## src/wdt_pkg.sv

```systemverilog
// Constants, option layout and bus carrier for the windowed watchdog.
// Assumes a single 125 MHz system clock; the slow oscillator arrives as a pin.
package wdt_pkg;

  // ---------------------------------------------------------------------------
  // Register map and values
  // ---------------------------------------------------------------------------
  localparam int          ADDR_W             = 4;
  localparam logic [3:0]  SERVICE_OFFSET     = 4'h0;
  localparam logic [3:0]  RESET_CAUSE_OFFSET = 4'h1;
  localparam logic [7:0]  SERVICE_KEY        = 8'hac;
  localparam logic [7:0]  SERVICE_READ_ON    = 8'h9a;
  localparam logic [7:0]  SERVICE_READ_OFF   = 8'h1a;
  localparam int          WDT_FLAG_BIT       = 4;

  // ---------------------------------------------------------------------------
  // Counter and option fields
  // ---------------------------------------------------------------------------
  localparam int          COUNT_W            = 17;
  localparam logic [7:0]  OPTION_RESET       = 8'h00;
  localparam logic [1:0]  WINDOW_50          = 2'h1;
  localparam logic [1:0]  WINDOW_75          = 2'h2;
  localparam logic [COUNT_W-1:0] COUNT_RESET = 17'h00000;

  // Option byte: bit 7 irq, bits 6:5 window, bit 4 enable, bits 3:1 period, bit 0 standby
  typedef struct packed {
    logic       interval_irq_option;
    logic [1:0] window_select;
    logic       count_enable_option;
    logic [2:0] overflow_select;
    logic       standby_run_option;
  } option_t;

  // Register bus request from the CPU side
  typedef struct packed {
    logic [ADDR_W-1:0] addr;
    logic [7:0]        wdata;
    logic              wr;
    logic              rd;
    logic              bit_op;
  } bus_req_t;

  // Service phase, Gray coded along load -> first -> windowed
  typedef enum logic [1:0] {
    PH_LOAD     = 2'b00,
    PH_FIRST    = 2'b01,
    PH_WINDOWED = 2'b11
  } phase_t;

  // Overflow period as a power of two of slow-clock cycles
  function automatic logic [4:0] overflow_shift(input logic [2:0] sel);
    logic [4:0] s;
    s = 5'h10;
    unique case (sel)
      3'h0: s = 5'h06;
      3'h1: s = 5'h07;
      3'h2: s = 5'h08;
      3'h3: s = 5'h09;
      3'h4: s = 5'h0b;
      3'h5: s = 5'h0d;
      3'h6: s = 5'h0e;
      3'h7: s = 5'h10;
    endcase
    return s;
  endfunction

endpackage

```

## src/windowed_watchdog_timer.sv

```systemverilog
// Windowed watchdog: counts slow oscillator cycles and requests chip reset.
// Assumes the reset controller pulls rst_n_in low once reset_request_out rises,
// and a separate power-on reset clears the cause flag only.
`timescale 1ns/1ps
`default_nettype none

module windowed_watchdog_timer
  import wdt_pkg::*;
(
  input  wire logic     clock_in,
  input  wire logic     rst_n_in,
  input  wire logic     por_n_in,
  input  wire logic     clk_en_in,
  input  wire logic     slow_clk_in,
  input  wire logic [7:0] option_byte_in,
  input  wire logic     halt_in,
  input  wire logic     stop_in,
  input  wire logic     snooze_in,
  input  wire bus_req_t bus_req_in,
  output logic [7:0]    bus_rdata_out,
  output logic          reset_request_out,
  output logic          interval_irq_out,
  output logic          watchdog_reset_flag_out
);

  // ---------------------------------------------------------------------------
  // Slow clock synchroniser and edge detect
  // ---------------------------------------------------------------------------
  logic sync1_q;
  logic sync2_q;
  logic sync3_q;
  logic slow_rise;
  logic slow_fall;

  always_ff @(posedge clock_in or negedge rst_n_in) begin
    if (!rst_n_in) begin
      sync1_q <= 1'b0;
      sync2_q <= 1'b0;
      sync3_q <= 1'b0;
    end else if (clk_en_in) begin
      sync1_q <= slow_clk_in;
      sync2_q <= sync1_q;
      sync3_q <= sync2_q;
    end
  end

  assign slow_rise = sync2_q & ~sync3_q;
  assign slow_fall = ~sync2_q & sync3_q;

  // ---------------------------------------------------------------------------
  // Option capture and derived limits
  // ---------------------------------------------------------------------------
  option_t            option_q;
  option_t            option_d;
  phase_t             phase_q;
  phase_t             phase_d;
  logic [COUNT_W-1:0] period;
  logic [COUNT_W-1:0] close_limit;
  logic [COUNT_W-1:0] irq_point;
  logic               standby_mode;
  logic               halt_stop_q;
  logic               halt_stop_d;
  logic               wake_clear;
  logic               running;

  assign period    = COUNT_W'(17'h00001 << overflow_shift(option_q.overflow_select));
  assign irq_point = period - (period >> 2);

  always_comb begin
    close_limit = COUNT_RESET;
    if (option_q.standby_run_option) begin
      unique case (option_q.window_select)
        WINDOW_50: close_limit = period >> 1;
        WINDOW_75: close_limit = period >> 2;
        default:   close_limit = COUNT_RESET;
      endcase
    end
  end

  assign standby_mode = (halt_in | stop_in | snooze_in) & ~option_q.standby_run_option;
  assign halt_stop_d  = (halt_in | stop_in) & ~option_q.standby_run_option;
  assign wake_clear   = halt_stop_q & ~halt_stop_d;
  assign running      = (phase_q != PH_LOAD) & option_q.count_enable_option & ~standby_mode;

  // ---------------------------------------------------------------------------
  // Service decode and counter
  // ---------------------------------------------------------------------------
  logic               svc_wr;
  logic               key_ok;
  logic               in_closed;
  logic               abnormal;
  logic               accepted;
  logic [COUNT_W-1:0] count_q;
  logic [COUNT_W-1:0] count_d;
  logic               clear_pend_q;
  logic               clear_pend_d;
  logic               overflow;
  logic               irq_pend_q;
  logic               irq_pend_d;
  logic               irq_d;
  logic               req_d;

  assign svc_wr    = bus_req_in.wr & (bus_req_in.addr == SERVICE_OFFSET);
  assign key_ok    = (bus_req_in.wdata == SERVICE_KEY) & ~bus_req_in.bit_op;
  assign in_closed = (phase_q == PH_WINDOWED) & (count_q < close_limit);
  assign abnormal  = svc_wr & running & (~key_ok | in_closed);
  assign accepted  = svc_wr & running & key_ok & ~in_closed;
  // overflow unless a clear is pending or arriving
  assign overflow  = running & slow_rise & ~clear_pend_q & ~accepted & (count_q == period - 17'h1);

  always_comb begin
    phase_d      = phase_q;
    count_d      = count_q;
    clear_pend_d = clear_pend_q | accepted;
    option_d     = option_q;
    irq_pend_d   = irq_pend_q;
    irq_d        = 1'b0;
    unique case (phase_q)
      PH_LOAD: begin
        // sample option byte once after release
        option_d = option_t'(option_byte_in);
        phase_d  = PH_FIRST;
      end
      PH_FIRST: begin
        if (accepted) begin
          phase_d = PH_WINDOWED;
        end
      end
      PH_WINDOWED: begin
        phase_d = PH_WINDOWED;
      end
      default: begin
        phase_d = PH_LOAD;
      end
    endcase
    if (wake_clear) begin
      count_d = COUNT_RESET;
    end else if (running && slow_rise) begin
      // clear applied at next slow edge
      if (clear_pend_q) begin
        count_d      = COUNT_RESET;
        clear_pend_d = accepted;
      end else begin
        // keep counting past the irq point
        count_d = count_q + 17'h00001;
        if (option_q.interval_irq_option && (count_d == irq_point)) begin
          irq_pend_d = 1'b1;
        end
      end
    end
    if (irq_pend_q && slow_fall) begin
      irq_pend_d = 1'b0;
      irq_d      = 1'b1;
    end
  end

  assign req_d = reset_request_out | abnormal | overflow;

  always_ff @(posedge clock_in or negedge rst_n_in) begin
    if (!rst_n_in) begin
      phase_q           <= PH_LOAD;
      option_q          <= option_t'(OPTION_RESET);
      count_q           <= COUNT_RESET;
      clear_pend_q      <= 1'b0;
      irq_pend_q        <= 1'b0;
      halt_stop_q       <= 1'b0;
      interval_irq_out  <= 1'b0;
      reset_request_out <= 1'b0;
    end else if (clk_en_in) begin
      phase_q           <= phase_d;
      option_q          <= option_d;
      count_q           <= count_d;
      clear_pend_q      <= clear_pend_d;
      irq_pend_q        <= irq_pend_d;
      halt_stop_q       <= halt_stop_d;
      interval_irq_out  <= irq_d;
      reset_request_out <= req_d;
    end
  end

  // ---------------------------------------------------------------------------
  // Reset cause flag and read port
  // ---------------------------------------------------------------------------
  logic       cause_rd;
  logic       flag_d;
  logic [7:0] rdata_d;

  assign cause_rd = bus_req_in.rd & (bus_req_in.addr == RESET_CAUSE_OFFSET);
  // set wins over clear on read
  assign flag_d   = (watchdog_reset_flag_out & ~cause_rd) | abnormal | overflow;

  always_ff @(posedge clock_in or negedge por_n_in) begin
    if (!por_n_in) begin
      watchdog_reset_flag_out <= 1'b0;
    end else if (clk_en_in) begin
      watchdog_reset_flag_out <= flag_d;
    end
  end

  // service reads show the enable state
  always_comb begin
    rdata_d = 8'h00;
    if (bus_req_in.rd) begin
      if (bus_req_in.addr == SERVICE_OFFSET) begin
        rdata_d = option_q.count_enable_option ? SERVICE_READ_ON : SERVICE_READ_OFF;
      end else if (cause_rd) begin
        rdata_d[WDT_FLAG_BIT] = watchdog_reset_flag_out;
      end
    end
  end

  always_ff @(posedge clock_in or negedge rst_n_in) begin
    if (!rst_n_in) begin
      bus_rdata_out <= 8'h00;
    end else if (clk_en_in) begin
      bus_rdata_out <= rdata_d;
    end
  end
endmodule

`default_nettype wire

```

## config.mk

```make
export PLATFORM = sky130hd
export DESIGN_NAME = windowed_watchdog_timer
export DESIGN_NICKNAME = d
export VERILOG_FILES = /design/src/wdt_pkg.sv /design/src/windowed_watchdog_timer.sv
export SDC_FILE = /design/constraint.sdc
export NUM_CORES = 1
export LEC_CHECK = 0
export ABC_AREA = 1
export BUFFER_PORTS_ARGS = -buffer_cell sky130_fd_sc_hd__buf_2
export CAP_MARGIN = 25
export CORE_ASPECT_RATIO = 1.4
export CORE_MARGIN = 10
export CORE_UTILIZATION = 30
export CTS_CLUSTER_SIZE = 40
export DETAILED_ROUTE_END_ITERATION = 10
export SLEW_MARGIN = 10
export SYNTH_ARGS = -nofsm -noshare
export SYNTH_HDL_FRONTEND = slang
export SYNTH_SLANG_ARGS = --single-unit
export TNS_END_PERCENT = 30
```

## constraint.sdc

```tcl
create_clock -name clock_in -period 6.55 [get_ports clock_in]
set_input_delay 0.655 -clock clock_in [delete_from_list [all_inputs] [get_ports clock_in]]
set_output_delay 0.655 -clock clock_in [all_outputs]
set_load 0.01 [all_outputs]
```

======== Word-level counts from Yosys, hierarchy flattened ========
Memories as Yosys holds them, arrays and structs flattened.
Cells that the tools add are included.
storage, ports and cells
  bits in registers ....................... 44
  memory bits (read-only) ................. 40
  bits of input ports ..................... 31
  output and inout port bits .............. 11
  memories kept ........................... 1
cells by class
  $add $sub $neg .......................... 3
  magnitude comparators ................... 1
  equal/unequal tests ..................... 11
  shift operators ......................... 1
  multiplexer cells ....................... 22
  bitwise gates (word level) .............. 39
  reductions and logical operators ........ 13
memory list
  name             depth  bits a word  read ports  clocked after Yosys merged registers in  wr ports  line           source
  (no name shown)  8      5            1           0                                        0         wdt_pkg.sv:54  unique case (sel)
operators with widths
  kind                   number
  $mux 17                4
  $eq 17x17->1           2
  $pmux 16 s2            1
  $and 1x1->1            20
  $add 17x1->17 const B  1
  $lt 17x17->1           1
  $shl 1x5->17 const A   1
  $sub 17x1->17 const B  1
  $sub 17x15->17         1
  $mux 8                 2
  $mux 1                 11
  $not 1->1              11
  $eq 8x8->1 const B     1
  $or 1x1->1             8
  $reduce_bool 2->1      4
  $pmux 2 s3             1
  $reduce_and 2->1       3
  $reduce_and 5->1       1
  $eq 2x1->1 const B     2
  $eq 2x2->1 const B     2
  $eq 4x1->1 const B     1
  $logic_not 4->1        1
  $mux 4                 1
  $ne 2x1->1 const B     2
  5 further kinds        7

======== Depth between registers and ports, before layout ========
Gate-level depths: netlist of run 1.
  depth in word-level cells ............... 12
  depth in mapped cells ................... 23
  gate-level depth less buffers ........... 23

======== Worst setup path after synthesis of run 1 ========
No wires, ideal clock.
  path type ............................... register to register
  start ................................... register option_q[2] in the netlist's numbering
  end ..................................... register irq_pend_q
  data arrival time ....................... 2.676 ns
  data required time ...................... 6.473 ns
  setup slack ............................. 3.796 ns
  stages on the path, launching flop included .. 21
  cells stage by stage .................... dfrtp_1 -> ha_1 -> inv_1 -> nand2_1 -> nand2_2 -> nor3_1 -> nand2_2 -> ha_1 -> nand2_1 -> o21ai_0 -> inv_1 -> nand2_1 -> nor2_1 -> nand3_1 -> nand2_1 -> nand2_1 -> nor2_1 -> nand3_1 -> nor2_1 -> nand3_1 -> a21oi_1
between the ends
  cells in the longest elaborated chain, start to end .. 7
ends and longest elaborated chain
  element                      line                            source
  from (decl)                  windowed_watchdog_timer.sv:53   option_t option_q;
  from (signal assigned)       windowed_watchdog_timer.sv:162  option_q <= option_t'(OPTION_RESET);
  from (signal assigned)       windowed_watchdog_timer.sv:171  option_q <= option_d;
  $mem_v2 8x5                  -
  $shl 1x5->17                 windowed_watchdog_timer.sv:66   assign period = COUNT_W'(17'h00001 << overflow_shift(option_q.overflow_select));
  $sub 17x15->17               windowed_watchdog_timer.sv:67   assign irq_point = period - (period >> 2);
  $eq 17x17->1                 windowed_watchdog_timer.sv:146  if (option_q.interval_irq_option && (count_d == irq_point)) begin
  $logic_and 1x1->1            windowed_watchdog_timer.sv:146
  $reduce_bool 2->1 (no line)  -
  $reduce_and 5->1 (no line)   -
  to (signal assigned)         windowed_watchdog_timer.sv:174  irq_pend_q <= irq_pend_d;
  to (decl)                    windowed_watchdog_timer.sv:98   logic irq_pend_q;
Every way passes these cells.
A chain may end at the register's enable or synchronous reset.

======== Worst setup path after layout of run 1 ========
  start ................................... register option_q[3] in the netlist's numbering
  end ..................................... register irq_pend_q
Same word-level chain as after synthesis.

==> reports/qor.txt, run 1 <==
DR WL/cell -> 15.3 µm
most frequent cells in the layout -> nand2_1, inv_1, nor2_1
nature of the critical path endpoint -> flop
crit-path cells -> inv_2 > nand2_4 > nand2_4 > nor2_4 > nand2_1 > inv_1 > ha_1 > nand3b_1 > nand2_1 > xnor2_1 > inv_1 > nor2_1 > nand2_1 > nor2_1 > nand2_1 > nor2_1 > nand3_1 > a21oi_1
critical path fanouts, max -> 20
IO Count -> 42
Critical Path Start -> option_q[3]$_DFFE_PN0P_
fraction of layout cells with a size suffix above 1 -> 13.5%
RSZ-0062 raised after global routing -> no
Initial Utilization -> 30.8%
Simple-Gate Fraction of Synth Area -> 41.5%
final setup fails -> 0
Core Box Area -> 14000 µm²
via/cell ratio -> 5.10
max-slew violations -> 0
die area -> 19700 µm²
syn_area_per_cell -> 6.54 µm²
global route hottest layer -> met2
Least-Margin Pin Slew -> 0.823 ns
final wirelength -> 13.5 mm
CTS Buffer Depth -> 2
P_leak -> 2.53 nW
fin area -> 4860 µm²
r2r startpoint -> option_q[3]$_DFFE_PN0P_
max-cap violations -> 0
post-synth cell types -> 44
post-synthesis compound-gate area fraction -> 11.9%
post-route ant nets -> 0
M1 GR Usage -> 15.5%
Placer Congestion -> 0.961
Synth Flop Type -> dfrtp_1
Hold Fails Final Rpt -> 0
Final Cycle Share -> 51.5%
slowest cell delay on critical path -> 0.87 ns
PostCTS Resize Cnt -> 0
clock latency on the worst-skew pair -> 0.30 ns
Worst IR Drop VDD -> 166 µV
nets -> 756
FF/Latch Area -> 976 µm²
Synth area leader -> dfrtp_1
PortBufs -> 37
CTS tree -> built
CP max-delay cell -> dfrtp_1
power per standard cell area -> 257 nW/µm²
M3 GR Usage -> 1.53%
adder-cell share of the synthesized area -> 8.98%
Antenna diodes -> 0
initial DRC count -> 264
antenna violations before repair -> 0
Setup TNS Final -> 0 ns
FFs w/ async S/R, synth -> 100%
Post-Syn Area -> 4320 µm²
Slew Limit Headroom -> 44.9%
EDFF count, synth -> 0
placed instance area -> 4660 µm²
post-cts hold buffer count -> 0
width of the die -> 121 µm
WP data required -> 6.78 ns
Worst Path Buf+Inv -> 3
commonest non-fill, non-tap cell in the layout -> nand2_1
CTS Sinks -> 39
class of the most critical setup path -> reg2reg
Seq/Total Area, Yosys -> 22.6%
status -> finished, final reports clean
Critical Path AT -> 3.60 ns
clock root buffer -> clkbuf_16
most frequent CP cell -> nand2_1
min-delay worst type -> in2async
fillers -> 1574
gr usage total -> 14.1%
GRT overflow -> 0
worst slack at placement -> 3.21 ns
Hold Slack -> 0.127 ns
critical path launch point type -> flop
Worst Skew -> 0.00973 ns
via count -> 4486
post-synth top area share -> 22.6%
Post CTS Setup Buffer Count -> 0
final worst slack -> 3.18 ns
clock buffer count from CTS -> 5
vias in the first global route -> 4515
H-tree Lvls -> 2
placed wire-length estimate -> 11.2 mm
met2 Resource Use GR -> 24.7%
mux share of post-synthesis cell area -> 0.261%
largest family of logic cells by synthesized area -> simple AND/OR/NAND/NOR gates
critical path's top delay family -> simple AND/OR/NAND/NOR gates
Synth Register Bits -> 39
xor/xnor share of the synthesized area -> 4.49%
crit path time final -> 3.37 ns
Area Growth Syn to Fin -> 12.4%
global-route wire length before repair -> 22.4 mm
clock-pin slew on the worst setup and hold paths -> 0.07 ns
fmax -> 297 MHz
First-pass DRT Iterations -> 5
area occupied by multi-input gates -> 2920 µm²
largest net degree at the start of global routing -> 39
yosys warns -> 0
largest cells by area after synthesis -> dfrtp_1, nand2_1, ha_1, inv_1, nor2_1
die height -> 162 µm
drt drc -> 0
Core Rows -> 51
synthesized instance count -> 661
[stage by stage]
step	std cells	power [mW]	utilization, %
floorplan	664	0.796	-
global placement	871	0.945	33.2
detailed placement	871	0.948	33.2
CTS	879	1.25	34.5
global route	880	1.35	34.6
finish	880	1.25	34.6
[report_power, final]
group,internal [mW],switching [mW]
Sequential,0.274,0.0584
Clock,0.192,0.107
Combinational,0.223,0.394
Total,0.688,0.560
[layer usage]
metal | vias up | wire length (µm)
met5 | - | 0
met4 | 0 | 822
met3 | 55 | 534
met2 | 149 | 6760
met1 | 2046 | 5380
li1 | 2236 | -
[cell type report]
| type | instances | share of cell area (%) |
|---|---|---|
| Timing Repair Buffer | 38 | 4.22 |
| Tap cell | 185 | 4.77 |
| Inverter | 92 | 7.21 |
| Multi-Input combinational cell | 518 | 60.0 |
| Sequential cell | 39 | 20.1 |
| Clock buffer | 6 | 2.86 |
| Clock inverter | 2 | 0.799 |
[final timing paths]
kind,end,slack [ns],cells after the start
worst max-delay path,irq_pend_q$_DFFE_PN0P_,3.18,18
worst min register to register,sync1_q$_DFFE_PN0P_,0.47,2
max in group asynchronous,option_q[3]$_DFFE_PN0P_,5.93,2
worst min-delay path,watchdog_reset_flag_out$_DFFE_PN0P_,0.13,1
worst max register to register,irq_pend_q$_DFFE_PN0P_,3.18,18
min in group clock_in,sync1_q$_DFFE_PN0P_,0.47,2
[worst reg2reg max path, stage by stage (launching register included)]
cell and delay [ns]:
dfrtp_1 0.87, inv_2 0.19, nand2_4 0.18, nand2_4 0.09
nor2_4 0.20, nand2_1 0.21, inv_1 0.14, ha_1 0.30
nand3b_1 0.19, nand2_1 0.10, xnor2_1 0.11, inv_1 0.05
nor2_1 0.17, nand2_1 0.07, nor2_1 0.09, nand2_1 0.06
nor2_1 0.09, nand3_1 0.07, a21oi_1 0.12
[Yosys cell counts (2+ instances only)]
cell and instances:
a21oi_1 24, buf_4 5, buf_6 2, clkbuf_1 8
clkinv_1 2, dfrtp_1 39, ha_1 31, inv_1 83
inv_2 5, inv_4 2, nand2_1 183, nand2_2 9
nand2_4 12, nand3_1 47, nand3_4 3, nand3b_1 7
nand4_1 20, nor2_1 66, nor2_2 7, nor2_4 3
nor3_1 11, nor4_1 2, o211ai_1 2, o21a_1 3
o21ai_0 16, o21ai_1 4, o21bai_1 3, o221ai_1 2
o22ai_1 28, or2_2 2, xnor2_1 2, xnor3_1 2
xor2_1 15
[flip-flops by register name, indices dropped and copies added (netlist names), 2 cells and up]
signal / flops
count_q: 17
bus_rdata_out: 3
phase_q: 2
option_q: 8
[kinds of logic after synthesis]
logic type | count (synthesis)
flip-flops | 39
AO/OA/AOI/OAI | 86
XOR/XNOR | 19
other | 1
multiplexers | 1
adder cells (fa/ha/maj) | 31
buffers and inverters | 107
AND/OR/NAND/NOR | 377
No activity file was read; power rests on OpenSTA's default activity.
==> run 2, diff against run 1 <==
clock period = 2.85 ns   (was 6.55 ns; I/O delays follow)
==> reports/qor.txt, run 2 (synthesis gave the netlist of run 1 again) <==
Worst Path Buf+Inv -> 4
fraction of layout cells with a size suffix above 1 -> 22.3%
PortBufs -> 37
Core Rows -> 51
GRT overflow -> 0
Slew Limit Headroom -> 39.2%
Largest regs -> count_q: 17 flops, option_q: 8 flops, bus_rdata_out: 3 flops
final wirelength -> 14.2 mm
min-delay worst type -> in2async
Hold Fails Final Rpt -> 0
final setup fails -> 0
most frequent CP cell -> nand2_1
Least-Margin Pin Slew -> 0.912 ns
Worst Skew -> 0.00451 ns
clock-pin slew on the worst setup and hold paths -> 0.06 ns
antenna violations before repair -> 0
nature of the critical path endpoint -> flop
max-slew violations -> 0
r2r setup slk -> 0.003 ns
CTS Sinks -> 39
width of the die -> 121 µm
dpl cells -> 899
fillers -> 1535
critical path launch point type -> flop
Final Cycle Share -> 99.9%
crit-path cells -> buf_6 > nand2_4 > buf_6 > nand2_4 > nor2_4 > buf_6 > nand2_8 > o22ai_2 > nand2_2 > ha_4 > nand2_1 > o21a_1 > o221ai_2 > a21oi_1 > nand4_1 > nand2_1 > inv_2 > nor2_1 > nand2_1 > nand2_1
die height -> 162 µm
gr usage total -> 14.3%
IO Count -> 42
H-tree Lvls -> 2
clock buffer count from CTS -> 5
commonest non-fill, non-tap cell in the layout -> nand2_1
drt drc -> 0
most flop-heavy register -> count_q
initial DRC count -> 305
power per standard cell area -> 562 nW/µm²
die area -> 19700 µm²
fmax -> 351 MHz
nets -> 788
max-cap violations -> 0
CTS Buffer Depth -> 2
Largest register FFs -> 17
critical path fanouts, max -> 6
crit path time final -> 2.85 ns
Reg2Reg Depth -> 20
final cell count without fillers -> 912
via count -> 4577
slowest cell delay on critical path -> 0.42 ns
First-pass DRT Iterations -> 4
WP data required -> 3.03 ns
Design Power -> 3.00 mW
Initial Utilization -> 30.8%
global-route wire length before repair -> 22.7 mm
Reg-to-Reg End -> reset_request_out$_DFFE_PN0P_
Worst IR Drop VDD -> 357 µV
critical path's top delay family -> simple AND/OR/NAND/NOR gates
post-route ant nets -> 0
largest net degree at the start of global routing -> 39
Antenna diodes -> 0
area occupied by multi-input gates -> 3160 µm²
post-layout util -> 38.0%
status -> finished, final reports clean
Core Box Area -> 14000 µm²
FF/Latch Area -> 976 µm²
RSZ-0062 raised after global routing -> yes
clock latency on the worst-skew pair -> 0.29 ns
P_leak -> 2.72 nW
Critical Path AT -> 3.03 ns
DR WL/cell -> 15.6 µm
Placer Congestion -> 0.949
Area Growth Syn to Fin -> 23.6%
clock root buffer -> clkbuf_16
class of the most critical setup path -> reg2reg
vias in the first global route -> 4504
Setup TNS Final -> 0 ns
placed wire-length estimate -> 11.6 mm
CP max-delay cell -> dfrtp_1
r2r startpoint -> option_q[2]$_DFFE_PN0P_
most frequent cells in the layout -> nand2_1, inv_1, nor2_1
via/cell ratio -> 5.02
CTS tree -> built
Hold Slack -> 0.118 ns
[run 2: layout make-up]
type / count / share of cell area, %
Inverter: 92 / 6.56
Tap cell: 185 / 4.33
Timing Repair Buffer: 70 / 8.97
Clock inverter: 3 / 0.375
Multi-Input combinational cell: 518 / 59.1
Clock buffer: 5 / 2.34
Sequential cell: 39 / 18.3
[run 2: worst register-to-register path, delay by kind of cell (launching register included)]
kind	cells	cell delay, ns
DFF	1	0.42
buffers and inverters	4	0.53
AOI/OAI and AO/OA	4	0.58
and+or+nand+nor	11	0.94
adders and majority gates	1	0.27
[run 2: how the worst max path moves through the flow]
stage / slack [ns] / start / cells past startpoint / end
2_1_floorplan: 0.1 / option_q[2]$_DFFE_PN0P_ / 20 / irq_pend_q$_DFFE_PN0P_
3_3_place_gp: -0.02 / option_q[2]$_DFFE_PN0P_ / 21 / watchdog_reset_flag_out$_DFFE_PN0P_
3_5_place_dp: -0.06 / option_q[2]$_DFFE_PN0P_ / 21 / reset_request_out$_DFFE_PN0P_
4_1_cts: 0.002 / option_q[2]$_DFFE_PN0P_ / 21 / reset_request_out$_DFFE_PN0P_
5_1_grt: -0.21 / option_q[2]$_DFFE_PN0P_ / 21 / reset_request_out$_DFFE_PN0P_
6_report: 0.003 / option_q[2]$_DFFE_PN0P_ / 20 / reset_request_out$_DFFE_PN0P_
[run 2: per-layer routing]
metal  GRT usage (%)  up-vias  routed length, µm
li1                -     2290                  -
met1            15.3     2105               5590
met2            25.2      130               7220
met3            1.46       52                439
met4            10.4        0                960
met5               0        -                  0
[run 2: repair_timing]
action	CTS	global route
hold buffers	1	0
gates resized for setup	4	47
buffers inserted	0	4
pin swaps	0	14
gates cloned	0	0
setup endpoints to repair	5	5
hold endpoints to repair	1	0
[run 2: through the flow]
| step | setup WS (ns) | instance area, µm² |
|---|---|---|
| 2_1_floorplan | 0.0962 | 4330 |
| 3_3_place_gp | -0.0211 | 4890 |
| 3_5_place_dp | -0.0610 | 4890 |
| 4_1_cts | 0.00201 | 5070 |
| 5_1_grt | -0.210 | 5340 |
| 6_report | 0.00300 | 5340 |
[run 2: power breakdown]
group,switching [mW],internal (mW)
combinational,1.02,0.667
sequential,0.115,0.630
clock,0.248,0.323
==> run 3, diff against run 2 <==
RECOVER_POWER = 50   (was unset)
SLEW_MARGIN = unset   (was 10)
==> reports/qor.txt, run 3 (synthesis gave the netlist of run 1 again) <==
Reg2Reg Depth -> 20
Reg-to-Reg End -> reset_request_out$_DFFE_PN0P_
max-slew violations -> 39
fin area -> 5340 µm²
dpl cells -> 899
Placer Congestion -> 0.949
crit-path cells -> buf_6 > nand2_4 > buf_6 > nand2_4 > nor2_4 > buf_6 > nand2_8 > o22ai_2 > nand2_2 > ha_4 > nand2_1 > o21a_1 > o221ai_2 > a21oi_1 > nand4_1 > nand2_1 > inv_2 > nor2_1 > nand2_1 > nand2_1
Worst Path Buf+Inv -> 4
final setup fails -> 1
drt drc -> 0
fraction of layout cells with a size suffix above 1 -> 22.0%
Least-Margin Pin Slew -> 2.14 ns
antenna violations before repair -> 0
class of the most critical setup path -> reg2reg
clock latency on the worst-skew pair -> 0.29 ns
Core Rows -> 51
Slew Limit Headroom -> -42.9%
PortBufs -> 37
largest net degree at the start of global routing -> 39
placed instance area -> 4890 µm²
commonest non-fill, non-tap cell in the layout -> nand2_1
Final Cycle Share -> 100%
critical path's top delay family -> simple AND/OR/NAND/NOR gates
CTS tree -> built
r2r setup slk -> -0.004 ns
CTS Sinks -> 39
worst hold start -> slow_clk_in
Area Growth Syn to Fin -> 23.5%
Largest regs -> count_q: 17 flops, option_q: 8 flops, bus_rdata_out: 3 flops
initial DRC count -> 270
crit path time final -> 2.85 ns
Hold Path Depth -> 3
clock buffer count from CTS -> 5
Critical Path AT -> 3.04 ns
critical path launch point type -> flop
die area -> 19700 µm²
H-tree Lvls -> 2
WP data required -> 3.03 ns
P_leak -> 2.71 nW
Worst IR Drop VDD -> 355 µV
vias in the first global route -> 4504
RSZ-0062 raised after global routing -> yes
Setup TNS Final -> -0.00390 ns
Initial Utilization -> 30.8%
critical path fanouts, max -> 6
Antenna diodes -> 0
Core Box Area -> 14000 µm²
max-cap violations -> 1
clock root buffer -> clkbuf_16
Largest register FFs -> 17
power per standard cell area -> 562 nW/µm²
placed wire-length estimate -> 11.6 mm
r2r startpoint -> option_q[2]$_DFFE_PN0P_
final worst slack -> -0.00390 ns
CTS Buffer Depth -> 2
CP max-delay cell -> dfrtp_1
GRT overflow -> 0
clock-pin slew on the worst setup and hold paths -> 0.06 ns
status -> finished, violations left
die height -> 162 µm
global-route wire length before repair -> 22.7 mm
nature of the critical path endpoint -> flop
via/cell ratio -> 5.00
most flop-heavy register -> count_q
final cell count without fillers -> 912
width of the die -> 121 µm
post-route ant nets -> 0
IO Count -> 42
DR WL/cell -> 15.6 µm
nets -> 788
final wirelength -> 14.2 mm
gr usage total -> 14.3%
fmax -> 350 MHz
most frequent cells in the layout -> nand2_1, inv_1, nor2_1
via count -> 4564
Worst Skew -> 0.00490 ns
most frequent CP cell -> nand2_1
slowest cell delay on critical path -> 0.42 ns
Hold Fails Final Rpt -> 0
violated checks -> max-capacitance violations, max-slew violations, negative setup slack
First-pass DRT Iterations -> 5
min-delay worst type -> in2reg
worst hold endpoint -> sync1_q$_DFFE_PN0P_
==> run 3: cell count changes in the layout (fill, tap and decap cells not counted) <==
cell	delta
clkbuf_1	+2
buf_2	-2
==> run 3: timing repair <==
| item | in CTS | in global routing |
|---|---|---|
| endpoints found under the setup margin | 5 | 5 |
| hold buffers | 1 | 0 |
| endpoints found under the hold margin | 1 | 0 |
| gates resized for setup | 4 | 47 |
| cloned | 0 | 0 |
| setup buffers | 0 | 4 |
| pin swaps | 0 | 14 |
==> run 3: worst register-to-register path, cell delays in order (launching register included) <==
cell and delay [ns]:
dfrtp_1 0.42, buf_6 0.16, nand2_4 0.07, buf_6 0.16, nand2_4 0.09, nor2_4 0.23, buf_6 0.16, nand2_8 0.08
o22ai_2 0.14, nand2_2 0.10, ha_4 0.27, nand2_1 0.07, o21a_1 0.19, o221ai_2 0.17, a21oi_1 0.09, nand4_1 0.07
nand2_1 0.06, inv_2 0.05, nor2_1 0.03, nand2_1 0.09, nand2_1 0.06
==> run 3: metal layers <==
metal  global-route usage (%)  wire (µm)  vias to the layer above  share of wire, %
li1                         -          -                     2297                 -
met1                     15.3       5560                     2097                39
met2                     25.2       7230                      120                51
met3                     1.46        431                       50               3.0
met4                     10.4        997                        0               7.0
met5                        0          0                        -                 0
==> run 3: worst max path at each step <==
stage,startpoint,endpoint,slack [ns],depth (start not counted)
final,option_q[2]$_DFFE_PN0P_,reset_request_out$_DFFE_PN0P_,-0.004,20
after global routing,option_q[2]$_DFFE_PN0P_,reset_request_out$_DFFE_PN0P_,-0.21,21
after CTS,option_q[2]$_DFFE_PN0P_,reset_request_out$_DFFE_PN0P_,0.002,21
after detailed placement,option_q[2]$_DFFE_PN0P_,reset_request_out$_DFFE_PN0P_,-0.06,21
after global placement,option_q[2]$_DFFE_PN0P_,watchdog_reset_flag_out$_DFFE_PN0P_,-0.02,21
after floorplan,option_q[2]$_DFFE_PN0P_,irq_pend_q$_DFFE_PN0P_,0.1,20
==> run 3: cell type report <==
class / count / area (µm²)
Fill cell: 1536 / 8700
Multi-Input combinational cell: 518 / 3160
Sequential cell: 39 / 976
Timing Repair Buffer: 70 / 477
Inverter: 92 / 350
Tap cell: 185 / 231
Clock buffer: 5 / 125
Clock inverter: 3 / 20.0
==> run 3: power by group <==
| group | total, mW | internal [mW] | switching, mW |
|---|---|---|---|
| logic | 1.68 | 0.667 | 1.02 |
| clock network | 0.571 | 0.323 | 0.248 |
| registers | 0.745 | 0.630 | 0.115 |
==> run 3: metrics by stage <==
stage	worst slack (ns)	utilization [%]	hold WS [ns]	power, mW
finish	-0.00390	38.0	0.190	3.00
global route	-0.210	38.0	0.206	3.24
CTS	0.00201	36.1	0.159	2.85
detailed placement	-0.0610	34.9	0.0620	2.27
global placement	-0.0211	34.9	0.0614	2.27
floorplan	0.0962	-	-0.0106	1.83
